### src/verilog/dbu_pkg.sv
// package for the debug serial port status, interrupt and holding registers
package dbu_pkg;
	// register offsets (byte addresses)
	localparam logic [7:0] OFF_CTRL = 8'h00;
	localparam logic [7:0] OFF_IRQ_SET = 8'h08;
	localparam logic [7:0] OFF_IRQ_CLR = 8'h0c;
	localparam logic [7:0] OFF_IRQ_MASK = 8'h10;
	localparam logic [7:0] OFF_STATUS = 8'h14;
	localparam logic [7:0] OFF_RX_HOLD = 8'h18;
	localparam logic [7:0] OFF_TX_HOLD = 8'h1c;
	localparam logic [7:0] OFF_BAUD = 8'h20;
	// shared status / interrupt bit positions
	localparam int B_RX_RDY = 0;
	localparam int B_TX_FREE = 1;
	localparam int B_RX_DMA_END = 3;
	localparam int B_TX_DMA_END = 4;
	localparam int B_OVERRUN = 5;
	localparam int B_FRAME = 6;
	localparam int B_PARITY = 7;
	localparam int B_TX_IDLE = 9;
	localparam int B_TX_BUF_EMPTY = 11;
	localparam int B_RX_BUF_FULL = 12;
	localparam int B_DCC_WRITE = 30;
	localparam int B_DCC_READ = 31;
	localparam logic [31:0] IRQ_BITS_MASK = 32'hc0001afb;
	// control register command bits
	localparam int C_RX_RESET = 2;
	localparam int C_TX_RESET = 3;
	localparam int C_RX_EN = 4;
	localparam int C_RX_DIS = 5;
	localparam int C_TX_EN = 6;
	localparam int C_TX_DIS = 7;
	localparam int C_CLR_ERR = 8;
	// reset values
	localparam logic [31:0] RST_MASK = 32'h00000000;
	localparam logic [15:0] RST_BAUD = 16'h0000;
	localparam logic [7:0] RST_CHAR = 8'h00;
	// oversampling: ratio of baud clock per bit tick
	localparam logic [4:0] OVERSAMPLE = 5'h10;

	typedef struct packed {
		logic [7:0] addr;
		logic [31:0] wdata;
		logic wr;
		logic rd;
	} dbu_bus_req_t;

	typedef struct packed {
		logic rx_dma_end;
		logic tx_dma_end;
		logic tx_dma_buffer_empty;
		logic rx_dma_buffer_full;
		logic dcc_write_pending;
		logic dcc_read_pending;
	} dbu_side_in_t;

	typedef struct packed {
		logic [7:0] char_data;
		logic overrun_evt;
		logic frame_err;
		logic parity_err;
		logic valid;
	} dbu_rx_evt_t;

	typedef struct packed {
		logic [31:0] mask;
		logic [31:0] rdata;
		logic rx_en;
		logic tx_en;
		logic rx_char_ready;
		logic [7:0] rx_char_field;
		logic tx_pend;
		logic [7:0] tx_char_field;
		logic tx_start;
		logic overrun_flag;
		logic frame_flag;
		logic parity_error_flag;
		logic [15:0] baud_divisor;
		logic [15:0] div_cnt;
		logic [3:0] sub_cnt;
		logic baud_tick;
		logic irq;
	} dbu_state_t;
endpackage : dbu_pkg

### src/verilog/dbu_regs.sv
// register file: interrupt mask, status, holding registers, baud divider
`timescale 1ns/1ps
module dbu_regs (
	// clock and reset
	input wire logic clk_sys,
	input wire logic sys_rst,
	// register port
	input wire dbu_pkg::dbu_bus_req_t bus_req,
	output logic [31:0] bus_rdata,
	// receiver and transmitter shifter side
	input wire dbu_pkg::dbu_rx_evt_t rx_evt,
	input wire logic shifter_busy,
	output logic tx_start,
	output logic [7:0] tx_char,
	output logic baud_tick,
	output logic rx_enabled,
	output logic tx_enabled,
	// dma and debug-channel status lines
	input wire dbu_pkg::dbu_side_in_t side_in,
	// interrupt level
	output logic irq
);
	import dbu_pkg::*;

	dbu_state_t st_ff;
	dbu_state_t nxt_st;
	dbu_side_in_t side_meta_ff;
	dbu_side_in_t side_sync_ff;
	logic [31:0] status;

	// side lines cross from other logic; two stages before use
	always_ff @(posedge clk_sys or posedge sys_rst) begin
		if (sys_rst) begin
			side_meta_ff <= '0;
			side_sync_ff <= '0;
		end else begin
			side_meta_ff <= side_in;
			side_sync_ff <= side_meta_ff;
		end
	end

	function automatic logic hit(input dbu_bus_req_t r, input logic [7:0] off);
		hit = (r.addr == off);
	endfunction : hit

	always_comb begin
		status = '0;
		status[B_RX_RDY] = st_ff.rx_char_ready;
		status[B_TX_FREE] = st_ff.tx_en & ~st_ff.tx_pend;
		status[B_RX_DMA_END] = side_sync_ff.rx_dma_end;
		status[B_TX_DMA_END] = side_sync_ff.tx_dma_end;
		status[B_OVERRUN] = st_ff.overrun_flag;
		status[B_FRAME] = st_ff.frame_flag;
		status[B_PARITY] = st_ff.parity_error_flag;
		// launch cycle: shifter not yet busy, but the character is in flight
		status[B_TX_IDLE] = st_ff.tx_en & ~st_ff.tx_pend & ~st_ff.tx_start & ~shifter_busy;
		status[B_TX_BUF_EMPTY] = side_sync_ff.tx_dma_buffer_empty;
		status[B_RX_BUF_FULL] = side_sync_ff.rx_dma_buffer_full;
		status[B_DCC_WRITE] = side_sync_ff.dcc_write_pending;
		status[B_DCC_READ] = side_sync_ff.dcc_read_pending;
	end

	always_comb begin
		nxt_st = st_ff;
		nxt_st.tx_start = 1'b0;
		nxt_st.rdata = '0;
		if (bus_req.wr && hit(bus_req, OFF_IRQ_SET)) begin
			nxt_st.mask = st_ff.mask | (bus_req.wdata & IRQ_BITS_MASK);
		end
		if (bus_req.wr && hit(bus_req, OFF_IRQ_CLR)) begin
			nxt_st.mask = st_ff.mask & ~bus_req.wdata;
		end
		if (bus_req.wr && hit(bus_req, OFF_BAUD)) begin
			nxt_st.baud_divisor = bus_req.wdata[15:0];
		end
		if (bus_req.wr && hit(bus_req, OFF_CTRL)) begin
			if (bus_req.wdata[C_RX_EN] && !bus_req.wdata[C_RX_DIS]) begin
				nxt_st.rx_en = 1'b1;
			end
			if (bus_req.wdata[C_RX_DIS] || bus_req.wdata[C_RX_RESET]) begin
				nxt_st.rx_en = 1'b0;
			end
			if (bus_req.wdata[C_TX_EN] && !bus_req.wdata[C_TX_DIS]) begin
				nxt_st.tx_en = 1'b1;
			end
			if (bus_req.wdata[C_TX_DIS] || bus_req.wdata[C_TX_RESET]) begin
				nxt_st.tx_en = 1'b0;
			end
			// transmitter reset drops the waiting character
			if (bus_req.wdata[C_TX_RESET]) begin
				nxt_st.tx_pend = 1'b0;
			end
			if (bus_req.wdata[C_CLR_ERR]) begin
				nxt_st.overrun_flag = 1'b0;
				nxt_st.frame_flag = 1'b0;
				nxt_st.parity_error_flag = 1'b0;
			end
		end
		// holding register load; a write while one waits overwrites it
		if (bus_req.wr && hit(bus_req, OFF_TX_HOLD) && st_ff.tx_en) begin
			nxt_st.tx_char_field = bus_req.wdata[7:0];
			nxt_st.tx_pend = 1'b1;
		end
		// hand over to shifter once it is free
		if (st_ff.tx_pend && st_ff.tx_en && !shifter_busy && !st_ff.tx_start) begin
			nxt_st.tx_pend = 1'b0;
			nxt_st.tx_start = 1'b1;
		end
		if (bus_req.rd) begin
			case (bus_req.addr)
				OFF_IRQ_MASK: nxt_st.rdata = st_ff.mask;
				OFF_STATUS: nxt_st.rdata = status;
				OFF_RX_HOLD: nxt_st.rdata = {24'h000000, st_ff.rx_char_field};
				OFF_BAUD: nxt_st.rdata = {16'h0000, st_ff.baud_divisor};
				default: nxt_st.rdata = '0;
			endcase
			if (hit(bus_req, OFF_RX_HOLD)) begin
				nxt_st.rx_char_ready = 1'b0;
			end
		end
		if (!nxt_st.rx_en) begin
			nxt_st.rx_char_ready = 1'b0;
		end
		// hardware events win over the clear in the same cycle
		if (rx_evt.valid && st_ff.rx_en) begin
			nxt_st.rx_char_field = rx_evt.char_data;
			nxt_st.rx_char_ready = 1'b1;
			if (rx_evt.overrun_evt || st_ff.rx_char_ready) begin
				nxt_st.overrun_flag = 1'b1;
			end
			if (rx_evt.frame_err) begin
				nxt_st.frame_flag = 1'b1;
			end
			if (rx_evt.parity_err) begin
				nxt_st.parity_error_flag = 1'b1;
			end
		end
		// baud generator
		nxt_st.baud_tick = 1'b0;
		nxt_st.div_cnt = '0;
		nxt_st.sub_cnt = '0;
		if (st_ff.baud_divisor == 16'h0000) begin
			nxt_st.baud_tick = 1'b0;
		end else if (st_ff.baud_divisor == 16'h0001) begin
			nxt_st.baud_tick = 1'b1;
		end else begin
			nxt_st.sub_cnt = st_ff.sub_cnt;
			nxt_st.div_cnt = st_ff.div_cnt;
			if (st_ff.div_cnt >= st_ff.baud_divisor - 16'h0001) begin
				nxt_st.div_cnt = '0;
				nxt_st.sub_cnt = st_ff.sub_cnt + 4'h1;
				if ({1'b0, st_ff.sub_cnt} == OVERSAMPLE - 5'h01) begin
					nxt_st.baud_tick = 1'b1;
				end
			end else begin
				nxt_st.div_cnt = st_ff.div_cnt + 16'h0001;
			end
		end
		nxt_st.irq = |(status & st_ff.mask);
	end

	always_ff @(posedge clk_sys or posedge sys_rst) begin
		if (sys_rst) begin
			st_ff <= '0;
			st_ff.mask <= RST_MASK;
			st_ff.baud_divisor <= RST_BAUD;
			st_ff.rx_char_field <= RST_CHAR;
			st_ff.tx_char_field <= RST_CHAR;
		end else begin
			st_ff <= nxt_st;
		end
	end

	assign bus_rdata = st_ff.rdata;
	assign tx_start = st_ff.tx_start;
	assign tx_char = st_ff.tx_char_field;
	assign baud_tick = st_ff.baud_tick;
	assign rx_enabled = st_ff.rx_en;
	assign tx_enabled = st_ff.tx_en;
	assign irq = st_ff.irq;
endmodule : dbu_regs

### config.mk
export PLATFORM = sky130hd
export DESIGN_NAME = dbu_regs
export DESIGN_NICKNAME = d
export VERILOG_FILES = /design/src/verilog/dbu_pkg.sv /design/src/verilog/dbu_regs.sv
export SDC_FILE = /design/constraint.sdc
export NUM_CORES = 1
export LEC_CHECK = 0
export BUFFER_PORTS_ARGS = -buffer_cell sky130_fd_sc_hd__buf_2
export CAP_MARGIN = 20
export CORE_AREA = 3 3 116 118
export CTS_CLUSTER_DIAMETER = 50
export DETAILED_ROUTE_END_ITERATION = 12
export DIE_AREA = 0 0 119 121
export PLACE_DENSITY_LB_ADDON = 0.2
export RECOVER_POWER = 25
export REMOVE_ABC_BUFFERS = 1
export SLEW_MARGIN = 20
export SYNTH_ARGS = -nofsm -noshare
export SYNTH_HDL_FRONTEND = slang
export SYNTH_SLANG_ARGS = --single-unit
### constraint.sdc
create_clock -name clk_sys -period 4.3 [get_ports clk_sys]
set_clock_uncertainty 0.05 [all_clocks]
set_input_delay 0.215 -clock clk_sys [delete_from_list [all_inputs] [get_ports clk_sys]]
set_output_delay 0.215 -clock clk_sys [all_outputs]
set_load 0.02 [all_outputs]
==> Word-level counts from Yosys, hierarchy flattened <==
Cells that the tools add are included.
{ "word_totals": {"register_bits": 138, "input_bits": 63, "output_inout_bits": 45, "elab_cells": 115} }
{ "classes": {"addsub": 3, "order_cmp": 1, "eq_ne": 11, "mux": 31, "bitwise": 10, "reduce_logical": 30} }
{ "op_table": {"columns": ["op", "count"], "rows": [
  ["32-bit case mux with 4 select lines", 1],
  ["32-bit two-way mux", 3],
  ["32-bit AND", 2],
  ["20-bit two-way mux", 2],
  ["8-bit by 5-bit == test with 1-bit output (second input constant)", 4],
  ["32-bit inverter", 1],
  ["32-bit bitwise OR", 1],
  ["32-bit OR reduction", 1],
  ["9-bit two-way mux", 2],
  ["1-bit two-way mux", 17],
  ["16-bit by 1-bit adder with 16-bit output (second input constant)", 1],
  ["16-bit by 1-bit == test with 1-bit output (second input constant)", 1],
  ["8-bit by 4-bit == test with 1-bit output (second input constant)", 2],
  ["16-bit >= comparator", 1],
  ["16-bit zero test", 1],
  ["16-bit two-way mux", 1],
  ["16-bit by 1-bit subtractor with 16-bit output (second input constant)", 1],
  ["1-bit logical AND", 12],
  ["3-bit two-way mux", 3],
  ["3-bit nonzero test", 3],
  ["8-bit by 6-bit == test with 1-bit output (second input constant)", 1],
  ["8-bit zero test", 1],
  ["2-bit AND reduction", 3],
  ["5-bit two-way mux", 1],
  ["10 further kinds", 20]
]} }

==> Logic depth before layout (Yosys ltp) <==
Gate-level depths: netlist of the first run.
{ "depth": {"word_depth": 7, "ltp_mapped": 15, "ltp_nobuf": 12} }

==> Worst setup path after synthesis of the first run <==
OpenSTA, ideal clock, no wires.
{ "synth_timing": {"path_type": "register to register", "from": "reg st_ff[27] in the netlist's numbering", "to": "reg st_ff[13] in the netlist's numbering", "setup_ps": 71, "arrival_time_ps": 3376, "t_required_ps": 4179, "setup_slack_ps": 803, "stages_incl_launch_ff": 15, "n_path_buf": 2, "synth_period_minus_slack_ps": 3497, "path_cell_list": "dfrtp_1 or4_1 nor3_2 nand2_1 nor4_1 xnor2_1 ha_1 and4_1 and2_1 a221oi_1 nand3_1 nand2b_1 buf_6 buf_8 nor2_1"} }
{ "synth_rtl": {"columns": ["element", "line", "source"], "rows": [
  ["start: declaration", "dbu_regs.sv:25", "dbu_state_t st_ff;"],
  ["start signal: assignment", "dbu_regs.sv:170", "st_ff <= nxt_st;"]
]} }

==> metrics.md, run 1 <==
| Metric | Value |
|---|---|
| WL/cell | `17.1 um` |
| Die width | `119 um` |
| Largest net degree at the start of global routing | `108` |
| Vias in the first global route | `4659` |
| Sw Ratio | `0.249` |
| Remaining antenna violation count | `0` |
| Fin Setup TNS | `0 ns` |
| CTS tree | `built` |
| DP Area | `about 0.0066 mm2` |
| H-tree Lvls | `4` |
| Mapped Cells | `537` |
| Design area | `0.00765 mm2` |
| Worst-margin pin slew | `2.20 ns` |
| Drt drc | `0` |
| CP Max Fanout | `16` |
| Synth Area in Adders | `0.0402` |
| # IOs | `approximately 110` |
| Area grow syn2layout | `22.7%` |
| Peak VDD IR | `0.272 mV` |
| Die Area | `0.0144 mm2` |
| Internal | `approximately 0.0025 W` |
| Post-synthesis compound-gate area fraction | `0.114` |
| Worst EP arrival | `about 4.2 ns` |
| Netlist cell types | `47` |
| CP Data Required Time | `4.60 ns` |
| Reg-to-Reg End | `st_ff[16]` |
| Critical path origin | `st_ff[27]` |
| Yosys warnings | `0` |
| Post-synth EDFFs | `0` |
| DP HPWL | `9610 um` |
| Sink Count | `138` |
| Tmin final | `3.88 ns` |
| RSZ-0062 raised after global routing | `no` |
| Comb pwr share | `0.116` |
| Status | `complete, but fails checks` |
| Drt via density | `about 5.4` |
| Primary FF master, synth | `dfrtp_1` |
| Syn_area_per_cell | `11.6 um2` |
| Post-Synth XOR/XNOR Area | `0.0408` |
| Clk_lat worst skew | `0.43 ns` |
| Area fraction of the dominant cell type after synthesis | `0.554` |
| Clock Power Share | `0.462` |
| Top cell type by total area after synthesis | `dfrtp_1` |
| Failing checks | `capacitance limit, slew limit` |
| Root Driver | `clkbuf_16` |
| 1st-pass router iterations | `6` |
| Gp weighted congestion | `0.859` |
| Slew Viols, Final | `108` |
| Worst Setup Start Kind | `register` |
| FFs w/ async S/R, synth | `1.00` |
| Launch point of the worst reg-to-reg path | `st_ff[27]` |
| Most common cell in the netlist | `dfrtp_1` |
| Yosys reg bits | `138` |
| Sequential-to-total area share from yosys stat | `0.554` |
| Max Cap Viol | `1` |
| R2r setup slk | `around 0.42 ns` |
| Antenna Cells | `0` |
| Share of post-route cells with drive strength above 1 | `0.204` |
| Largest cells by area after synthesis | `dfrtp_1 55%, mux2_2 5.8%, buf_4 4.8%, ha_1 4.0%, nor2_1 3.1%` |
| Drt total wl | `~14000 um` |
| Setup Viol. Count Final | `0` |
| Syn Std Cell Area | `0.00623 mm2` |
| Core area | `about 0.013 mm2` |
| Vias | `4550` |
| Psw | `0.000843 W` |
| Num CTS Buffers | `17` |
| Reg2Reg Depth | `12` |
| Synth Area in Simple Gates | `0.124` |
| Final #Nets | `around 740` |
| Slew margin rel. | `-0.469` |
| Initial drt markers | `417` |
| Clock Path Buffers | `2` |
| CP endpoint kind | `register` |
| GRT Total Usage | `0.211` |
| Crit path kind | `register to register` |
| Row count | `between 40 and 50` |
| HP Class | `input port to register` |
| IO buf count | `~110` |
| Final hold viol count | `0` |
| Reg clk slew, reported paths | `0.06 ns` |
| Fill cells | `slightly above 1000` |
| Initial antenna violation count | `0` |
| Initial Util | `0.496` |
| Max frequency | `258 MHz` |
| Die height | `121 um` |
| Final worst path period share | `0.903` |
| Grt ovf | `0` |
| Top post-synthesis cells by count | `138 x dfrtp_1, 51 x nor2_1, 40 x buf_4, 32 x mux2_2` |
| Sequential share of power | `0.422` |
| PD cells | `443 mW/mm2` |
| Mux cell area share after synthesis | `0.0611` |
| Critical Path End | `st_ff[16]` |
| Postcts setup bufs | `0` |
| Main combinational cell family by area after synthesis | `simple AND/OR/NAND/NOR gates` |
| Leakage | `3.63 nW` |
| First-pass GRT wire length | `23600 um` |
==> layout by cell type, fill, tap and decap left out, drive strengths merged, types with 6 or more instances in the layout <==
| cell | count |
|---|---|
| dlygate4sd3 | 44 |
| dfrtp | 138 |
| xnor2 | 19 |
| ha | 20 |
| clkbuf | 66 |
| nor3 | 11 |
| and3 | 19 |
| nand2 | 30 |
| nand3 | 11 |
| nor2 | 51 |
| buf | 65 |
| xor2 | 10 |
| mux2 | 32 |
| a21oi | 30 |
| inv | 9 |
| a31oi | 12 |
| a22oi | 12 |
| a222oi | 10 |
| nand4 | 6 |
| a21boi | 20 |
==> layer usage <==
layer,wire length (um),track usage,part of all wire,vias to the layer above
li1,-,-,-,2114
met4,230,0.0833,0.016,0
met3,786,0.0615,0.055,18
met2,7030,0.342,0.49,147
met5,0,0,0,-
met1,6250,0.268,0.44,2271
==> flip-flops by register name (all words and copies together) (netlist names), named ones only <==
register      count
rx_enabled        1
bus_rdata        32
irq               1
side_sync_ff      6
tx_enabled        1
tx_char           8
side_meta_ff      6
st_ff            69
baud_tick         1
tx_start          1
==> stage by stage <==
stage / utilization / hold WS [ns] / total power, W / cells / setup WS, ns
4_1_cts: 0.613 / 0.00312 / 0.00341 / 838 / 0.254
3_3_place_gp: 0.527 / 0.274 / 0.00179 / 762 / 0.490
6_report: 0.608 / 0.00909 / 0.00339 / 838 / 0.418
3_5_place_dp: 0.528 / 0.274 / 0.00181 / 762 / 0.279
2_1_floorplan: - / 0.196 / 0.00168 / 479 / 0.339
5_1_grt: 0.608 / 0.00616 / 0.00353 / 838 / 0.0340
==> power groups by stage <==
stage                     clock network [W]  registers, W  logic [W]
after floorplan                           0       0.00143   0.000245
after detailed placement                  0       0.00145   0.000363
final                               0.00157       0.00143   0.000392
after CTS                           0.00159       0.00143   0.000396
after global routing                0.00166       0.00143   0.000440
after global placement                    0       0.00145   0.000344
==> cells by family (layout without fill, tap and decap cells) <==
kind of cell | Yosys count | after routing
adder cells (fa/ha/maj) | 20 | 20
flip-flops | 138 | 138
AND/OR/NAND/NOR | 150 | 150
multiplexers | 34 | 34
buffers and inverters | 65 | 194
XOR/XNOR | 29 | 29
AO/OA/AOI/OAI | 101 | 101
==> final cells by class <==
cell class / instances / area [um2] / area share
sequential: 138 / 3450 / 0.452
multi-input combinational: 334 / 2370 / 0.310
timing repair buffer: 155 / 945 / 0.124
clock buffer: 20 / 447 / 0.0584
tap: 172 / 215 / 0.0281
clock inverter: 12 / 189 / 0.0247
inverter: 7 / 30.0 / 0.00393
==> critical path, cell delays in order, from the launching register on <==
cell and delay, ns:
dfrtp_1 0.42, or4_1 0.60, nor3_2 0.32, nand2_1 0.18
nor4_1 0.26, xnor2_1 0.17, ha_1 0.28, and4_1 0.20
and2_1 0.17, a221oi_1 0.27, nand3_1 0.29, nand2b_2 0.43
nor2_1 0.18
==> worst min-delay path by stage <==
stage,start,to,slack [ns],depth (start not counted)
final,rx_evt[1],st_ff[38],0.009,2
after global routing,bus_req[6],register,0.006,2
after floorplan,side_in[0],side_meta_ff[0],0.20,0
after CTS,bus_req[6],register,0.003,2
after detailed placement,side_in[1],side_meta_ff[1],0.27,1
after global placement,side_in[1],side_meta_ff[1],0.27,1
==> timing repair <==
action	in CTS	in global routing
resized for setup	0	1
hold buffers	44	0
hold endpoints to repair	85	0
endpoints found under the setup margin	0	16
No activity file was read; power rests on OpenSTA's default activity.
==> run 2: changes to the inputs <==
--- a/config.mk
+++ b/config.mk
@@ -5,12 +5,14 @@
 export SDC_FILE = /design/constraint.sdc
 export NUM_CORES = 1
 export LEC_CHECK = 0
+export ABC_AREA = 1
 export BUFFER_PORTS_ARGS = -buffer_cell sky130_fd_sc_hd__buf_2
 export CAP_MARGIN = 20
-export CORE_AREA = 3 3 116 118
+export CORE_AREA = 3 3 114 127
 export CTS_CLUSTER_DIAMETER = 50
 export DETAILED_ROUTE_END_ITERATION = 12
-export DIE_AREA = 0 0 119 121
+export DIE_AREA = 0 0 117 130
+export GPL_ROUTABILITY_DRIVEN = 0
 export PLACE_DENSITY_LB_ADDON = 0.2
 export RECOVER_POWER = 25
 export REMOVE_ABC_BUFFERS = 1
==> run 2 against run 1 <==
Effect of this change:
- the flow still finishes with violations (capacitance limit, slew limit)
- critical path depth increased by 2
- sequential power decreased by 4%
- core utilization decreased by 0.93 points
- fmax increased by 20%
- cell area increased by 3.5%
- worst hold slack got worse by 0.0019 ns
- sequential share of layout area decreased by 1.5 points
- synthesized cell count increased by 34%
==> metrics.md, run 2 <==
| Metric | Value |
|---|---|
| Status | `complete, but fails checks` |
| Failing checks | `capacitance limit, slew limit` |
| Max FFs per register | `69 (unchanged)` |
| Yosys reg bits | `138 (unchanged)` |
| Peak VDD IR | `0.258 mV (-5.2%)` |
| Setup Viol. Count Final | `0 (unchanged)` |
| Max Cap Viol | `1 (unchanged)` |
| Clock Path Buffers | `2 (unchanged)` |
| Initial Util | `0.501 (+0.00556)` |
| Worst path top cell family by delay | `simple AND/OR/NAND/NOR gates` |
| Critical path origin | `st_ff[22]` |
| Leakage | `4.11 nW (+13%)` |
| HP Class | `input port to register` |
| Most common cell in the netlist | `nand2_1` |
| Syn Std Cell Area | `0.00662 mm2 (+6.3%)` |
| Largest cells by area after synthesis | `dfrtp_1 52%, nand2_1 8.2%, inv_1 4.9%, buf_4 4.6%, nor2_1 3.9%` |
| Vias | `5182 (+14%)` |
| Area of the multi-input gates | `0.00244 mm2 (+3.3%)` |
| Drt total wl | `15600 um (+9.1%)` |
| CP Data Required Time | `4.57 ns (-0.03 ns)` |
| Largest net degree at the start of global routing | `111 (+2.8%)` |
| IO buf count | `107 (unchanged)` |
| Vias in the first global route | `5259 (+13%)` |
| # IOs | `108 (unchanged)` |
| Post-Synth XOR/XNOR Area | `0.0304 (-0.0104)` |
| Slew Viols, Final | `111 (+2.8%)` |
| Main combinational cell family by area after synthesis | `simple AND/OR/NAND/NOR gates` |
| CP Max Fanout | `16 (unchanged)` |
| CP endpoint kind | `register` |
| Crit path kind | `register to register` |
| Post-synthesis compound-gate area fraction | `0.0971 (-0.0168)` |
| Bufs and invs on worst path | `2 (+2)` |
| Die Area | `0.0152 mm2 (+5.6%)` |
| Syn_area_per_cell | `9.21 um2 (-21%)` |
| Max frequency | `310 MHz (+20%)` |
| Area fraction of the dominant cell type after synthesis | `0.521 (-0.0329)` |
| Area grow syn2layout | `19.5%` |
| DP HPWL | `11300 um (+17%)` |
| Drt via density | `5.17 (-4.8%)` |
| Grt ovf | `0 (unchanged)` |
| Root Driver | `clkbuf_16` |
| CTS tree | `built` |
| RSZ-0062 raised after global routing | `no` |
| Mapped Cells | `719 (+34%)` |
| Reg clk slew, reported paths | `0.06 ns (about the same)` |
| Fill cells | `1148 (+14%)` |
| Final #Nets | `911 (+24%)` |
| Launch point of the worst reg-to-reg path | `st_ff[22]` |
| Antenna Cells | `0 (unchanged)` |
| Final hold viol count | `0 (unchanged)` |
| Clk_lat worst skew | `0.42 ns (about the same)` |
| Mux cell area share after synthesis | `0.0204 (-0.0407)` |
| Top post-synthesis cells by count | `145 x nand2_1, 138 x dfrtp_1, 87 x inv_1, 69 x nor2_1, 41 x buf_4` |
| H-tree Lvls | `4 (unchanged)` |
| Initial drt markers | `282 (-32%)` |
| Worst-margin pin slew | `2.27 ns (+0.0672 ns)` |
| Commonest cells after routing, fill and taps aside | `145 x nand2_1, 138 x dfrtp_1, 106 x buf_2` |
| Layout Cells excl Fill | `1002 (+20%)` |
| CP peak stage delay | `0.40 ns (-0.20 ns)` |
| Core area | `0.0132 mm2 (+5.1%)` |
| Worst Setup Start Kind | `register` |
| Postcts setup bufs | `0 (unchanged)` |
| Slew margin rel. | `-0.511 (-0.0417)` |
| Top cell type by total area after synthesis | `dfrtp_1` |
| First-pass GRT wire length | `25300 um (+7.1%)` |
| Hold Startpoint | `rx_evt[5]` |
| Register with the most flip-flops | `st_ff` |
| Placed Cells | `936 (+23%)` |
| Final core utilization | `0.599 (-0.00931)` |
| Drt drc | `0 (unchanged)` |
| PD cells | `385 mW/mm2 (-13%)` |
| Remaining antenna violation count | `0 (unchanged)` |
| Final worst path period share | `0.751 (-0.152)` |
| Slowest CP cell | `dfrtp_1` |
| Row count | `44 (+7.3%)` |
| Fin Setup TNS | `0 ns (unchanged)` |
| Worst EP arrival | `3.50 ns (-0.68 ns)` |
| Netlist cell types | `43 (-8.5%)` |
| Yosys warnings | `0 (unchanged)` |
| Post-synth EDFFs | `0 (unchanged)` |
| CP Cell Sequence | `inv_1 -> ha_1 -> nand2_1 -> nor2_2 -> nand4_1 -> nor2_1 -> xor2_1 -> inv_1 -> ha_1 -> nand2_1 -> o21ai_0 -> a21oi_2 -> nand3_2 -> nor3_1` |
| FFs w/ async S/R, synth | `1.00 (unchanged)` |
| GRT Total Usage | `0.217 (+0.00576)` |
| Sink Count | `138 (unchanged)` |
| Most common cell after layout, fill and taps aside | `nand2_1` |
| Synth Area in Adders | `0.0378 (-0.00238)` |
| 1st-pass router iterations | `5 (-1)` |
| Die width | `117 um (-1.7%)` |
| Share of post-route cells with drive strength above 1 | `0.213 (+0.00864)` |
| Sequential-to-total area share from yosys stat | `0.521 (-0.0329)` |
| Tmin final | `3.23 ns (-0.654 ns)` |
| Primary FF master, synth | `dfrtp_1` |
| WL/cell | `15.6 um (-8.7%)` |
| Die height | `130 um (+7.4%)` |
| Synth Area in Simple Gates | `0.183 (+0.0599)` |
| Num CTS Buffers | `17 (unchanged)` |
| Initial antenna violation count | `0 (unchanged)` |
| Register area | `0.00345 mm2 (unchanged)` |
==> run 2: through the flow <==
| step | hold slack [ns] | power (W) | instance area [um2] | worst slack [ns] |
|---|---|---|---|---|
| 2_1_floorplan | 0.196 | 0.00153 | 6240 | 0.339 |
| 3_3_place_gp | 0.273 | 0.00161 | 7000 | 1.36 |
| 3_5_place_dp | 0.274 | 0.00162 | 7000 | 1.13 |
| 4_1_cts | 0.000639 | 0.00308 | 7920 | 1.09 |
| 5_1_grt | 0.0184 | 0.00317 | 7920 | 0.745 |
| 6_report | 0.00717 | 0.00305 | 7920 | 1.07 |
==> run 2: final cells by class <==
type | count | share of cell area
multi-input combinational | 438 | 0.309
clock buffer | 17 | 0.0537
clock inverter | 15 | 0.0198
timing repair buffer | 143 | 0.112
inverter | 90 | 0.0435
sequential | 138 | 0.436
tap | 161 | 0.0255
==> run 2: final timing paths <==
check	endpoint	slack, ns	depth (start not counted)
max	st_ff[9]	1.07	14
min	st_ff[52]	0.007	2
max reg2reg	st_ff[9]	1.07	14
min reg2reg	side_sync_ff[5]	0.30	0
max in group asynchronous	async pin	2.44	3
min in group asynchronous	st_ff[2]	0.41	2
==> run 2: power by group <==
group          leakage [nW]  switching (W)  internal, W
combinational          2.10       0.000145     0.000102
sequential             1.74      0.0000283      0.00134
clock                 0.278       0.000614     0.000819
==> run 2: repair_timing <==
| action | CTS | global route |
|---|---|---|
| hold buffers | 34 | 0 |
| endpoints found under the setup margin | 0 | 0 |
| gates resized for setup | 0 | 0 |
| hold endpoints to repair | 36 | 0 |
==> run 2: cells by family after synthesis <==
| logic type | after synthesis |
|---|---|
| compound gates | 110 |
| flops | 138 |
| xor+xnor | 23 |
| buf+inv | 143 |
| mux | 11 |
| simple gates | 274 |
| fa+ha+maj | 20 |
==> run 2: metal layers <==
| layer | track usage | part of all wire | wire (um) |
|---|---|---|---|
| met5 | 0 | 0 | 0 |
| met4 | 0.0810 | 0.018 | 278 |
| met3 | 0.0436 | 0.043 | 668 |
| met2 | 0.371 | 0.52 | 8090 |
| met1 | 0.271 | 0.42 | 6570 |
==> run 3: changes to the inputs <==
--- a/config.mk
+++ b/config.mk
@@ -5,13 +5,13 @@
 export SDC_FILE = /design/constraint.sdc
 export NUM_CORES = 1
 export LEC_CHECK = 0
-export ABC_AREA = 1
+export ABC_AREA = 0
 export BUFFER_PORTS_ARGS = -buffer_cell sky130_fd_sc_hd__buf_2
 export CAP_MARGIN = 20
-export CORE_AREA = 3 3 114 127
+export CORE_AREA = 3 3 111 124
 export CTS_CLUSTER_DIAMETER = 50
 export DETAILED_ROUTE_END_ITERATION = 12
-export DIE_AREA = 0 0 117 130
+export DIE_AREA = 0 0 114 127
 export GPL_ROUTABILITY_DRIVEN = 0
 export PLACE_DENSITY_LB_ADDON = 0.2
 export RECOVER_POWER = 25
==> constraint.sdc (replaced) <==
create_clock -name clk_sys -period 3.24 [get_ports clk_sys]
set_clock_uncertainty 0.05 [all_clocks]
set_input_delay 0.162 -clock clk_sys [delete_from_list [all_inputs] [get_ports clk_sys]]
set_output_delay 0.162 -clock clk_sys [all_outputs]
set_load 0.02 [all_outputs]
==> run 3 against run 2 <==
Effect of this change:
- the flow still finishes with violations (capacitance limit, slew limit)
- global-route usage shrank 0.38 points
- core utilization increased by 3.6 points
- setup slack worse by 1.0 ns
- critical path depth down 1
- count of clock-buffer cells in the layout up 3
- wire length shrank 5.3%
- non-clock buffer count is 40 higher
- via count shrank 10%
- largest cell class unchanged
- largest power group unchanged
==> metrics.md, run 3 (synthesis gave the netlist of run 1 again) <==
| Metric | Value |
|---|---|
| Root Driver | `clkbuf_16` |
| Vias | `4659 (-10%)` |
| Most common cell after layout, fill and taps aside | `dfrtp_1` |
| Status | `complete, but fails checks` |
| Leakage | `3.99 nW (-3.0%)` |
| Initial drt markers | `381 (+35%)` |
| Psw | `0.00111 W (+41%)` |
| Core area | `0.0126 mm2 (-4.7%)` |
| Setup Viol. Count Final | `0 (unchanged)` |
| Pwr Total | `0.00455 W (+49%)` |
| Commonest cells after routing, fill and taps aside | `138 x dfrtp_1, 103 x buf_2, 50 x dlygate4sd3_1` |
| Drt total wl | `14800 um (-5.3%)` |
| WL/cell | `17.4 um (+12%)` |
| Fin worst setup slack | `0.0256 ns (-1.05 ns)` |
| Failing checks | `capacitance limit, slew limit` |
| Clk_lat worst skew | `0.41 ns (about the same)` |
| HP Class | `input port to register` |
| Drt drc | `0 (unchanged)` |
| Die width | `114 um (-2.6%)` |
| Max Cap Viol | `1 (unchanged)` |
| Final core utilization | `0.635 (+0.0361)` |
| Register area | `0.00345 mm2 (unchanged)` |
| Final worst path period share | `0.992 (+0.241)` |
| Comb pwr share | `0.141 (+0.060)` |
| Worst-margin pin slew | `1.67 ns (-0.593 ns)` |
| Share of post-route cells with drive strength above 1 | `0.309 (+0.0960)` |
| Worst EP arrival | `3.50 ns (about the same)` |
| Area grow syn2layout | `28.4%` |
| CP peak stage delay | `0.55 ns (+0.15 ns)` |
| GRT Total Usage | `0.213 (-0.00379)` |
| Register with the most flip-flops | `st_ff` |
| Initial antenna violation count | `0 (unchanged)` |
| Clock Path Buffers | `2 (unchanged)` |
| Final hold viol count | `0 (unchanged)` |
| CTS tree | `built` |
| Clock Power Share | `0.443 (-0.027)` |
| Antenna Cells | `0 (unchanged)` |
| Slew Viols, Final | `79 (-29%)` |
| First-pass GRT wire length | `24100 um (-4.9%)` |
| Worst Setup Start Kind | `register` |
| Num CTS Buffers | `17 (unchanged)` |
| Sw Ratio | `0.244 (-0.0146)` |
| Largest net degree at the start of global routing | `79 (-29%)` |
| Slew margin rel. | `-0.118 (+0.393)` |
| Max FFs per register | `69 (unchanged)` |
| DP HPWL | `9900 um (-12%)` |
| 1st-pass router iterations | `7 (+2)` |
| CP endpoint kind | `register` |
| Area of the multi-input gates | `0.00246 mm2 (+0.56%)` |
| CP Data Required Time | `3.53 ns (-1.04 ns)` |
| Initial Util | `0.495 (-0.00640)` |
| Internal | `0.00344 W (+52%)` |
| CP Max Fanout | `6 (-10)` |
| Slowest CP cell | `or4_4` |
| Final #Nets | `764 (-16%)` |
| WHS | `0.0789 ns (+0.0718 ns)` |
| CP Cell Sequence | `or4_4 -> nor3_4 -> nand2_4 -> nor4_4 -> xnor2_1 -> ha_1 -> and4_1 -> and2_4 -> a221oi_2 -> nand3_1 -> buf_6 -> a21bo_2 -> a21oi_2` |
| Grt ovf | `0 (unchanged)` |
| Peak VDD IR | `0.412 mV (+60%)` |
| Die Area | `0.0145 mm2 (-4.8%)` |
| # IOs | `108 (unchanged)` |
| Max frequency | `311 MHz (+0.44%)` |
| Die height | `127 um (-2.3%)` |
| Pre-CTS setup slack | `-0.108 ns (-1.23 ns)` |
| RSZ-0062 raised after global routing | `yes` |
| Sink Count | `138 (unchanged)` |
| Fill cells | `964 (-16%)` |
| Tmin final | `3.21 ns (-0.0143 ns)` |
| Drt via density | `5.48 (+6.0%)` |
| Sequential share of power | `0.416 (-0.033)` |
| IO buf count | `107 (unchanged)` |
| Remaining antenna violation count | `0 (unchanged)` |
| PD cells | `569 mW/mm2 (+48%)` |
| Crit path kind | `register to register` |
| H-tree Lvls | `4 (unchanged)` |
| Reg clk slew, reported paths | `0.06 ns (about the same)` |
| Row count | `43 (-2.3%)` |
| Vias in the first global route | `4876 (-7.3%)` |
run 3: cell type report:
type                    instances  share of cell area
repair buffers                183               0.155
clock inverters                11              0.0211
inverters                       7             0.00376
well taps                     157              0.0246
multi-input cells             334               0.307
clock buffers                  20              0.0559
flip-flops and latches        138               0.432
run 3: critical path: cells and delay by family, from the launching register on:
family / cells / cell delay [ns]
fa+ha+maj: 1 / 0.26
compound gates: 3 / 0.55
buf+inv: 1 / 0.15
simple gates: 7 / 1.60
flops: 1 / 0.38
xor+xnor: 1 / 0.15
run 3: final timing paths:
check                                     start               to  slack, ns  depth (start not counted)
max in group asynchronous               sys_rst        st_ff[20]       1.26                          4
min in group asynchronous               sys_rst    bus_rdata[25]       0.72                          3
worst max register to register        st_ff[27]         st_ff[4]       0.03                         13
worst min register to register  side_meta_ff[1]  side_sync_ff[1]       0.30                          0
worst max-delay path                  st_ff[27]         st_ff[4]       0.03                         13
worst min-delay path                  rx_evt[3]        st_ff[40]       0.08                          3
run 3: repair_timing:
item / in CTS / in global routing
endpoints found under the setup margin: 20 / 21
pin swaps: 0 / 1
gates resized for setup: 7 / 15
hold buffers: 50 / 0
setup buffers: 0 / 2
endpoints found under the hold margin: 132 / 0
run 3: power groups by stage:
stage	logic (W)	clock network, W	registers (W)
final	0.000643	0.00201	0.00189
after global routing	0.000713	0.00213	0.00190
after CTS	0.000604	0.00204	0.00188
after detailed placement	0.000540	0	0.00191
after global placement	0.000517	0	0.00191
after floorplan	0.000325	0	0.00190
run 3: metrics by stage:
stage                     TNS (ns)  std cells  area, um2
after detailed placement    -0.636        767       6770
after CTS                        0        848       7920
after floorplan             -96.38        479       5840
final                            0        850       8000
after global placement           0        767       6770
after global routing         -2.08        850       8000
run 3: per-layer routing:
metal / wire length (um) / GRT usage / part of all wire
met5: 0 / 0 / 0
met4: 380 / 0.0894 / 0.026
met3: 791 / 0.0436 / 0.054
met2: 7470 / 0.356 / 0.51
met1: 6130 / 0.270 / 0.42
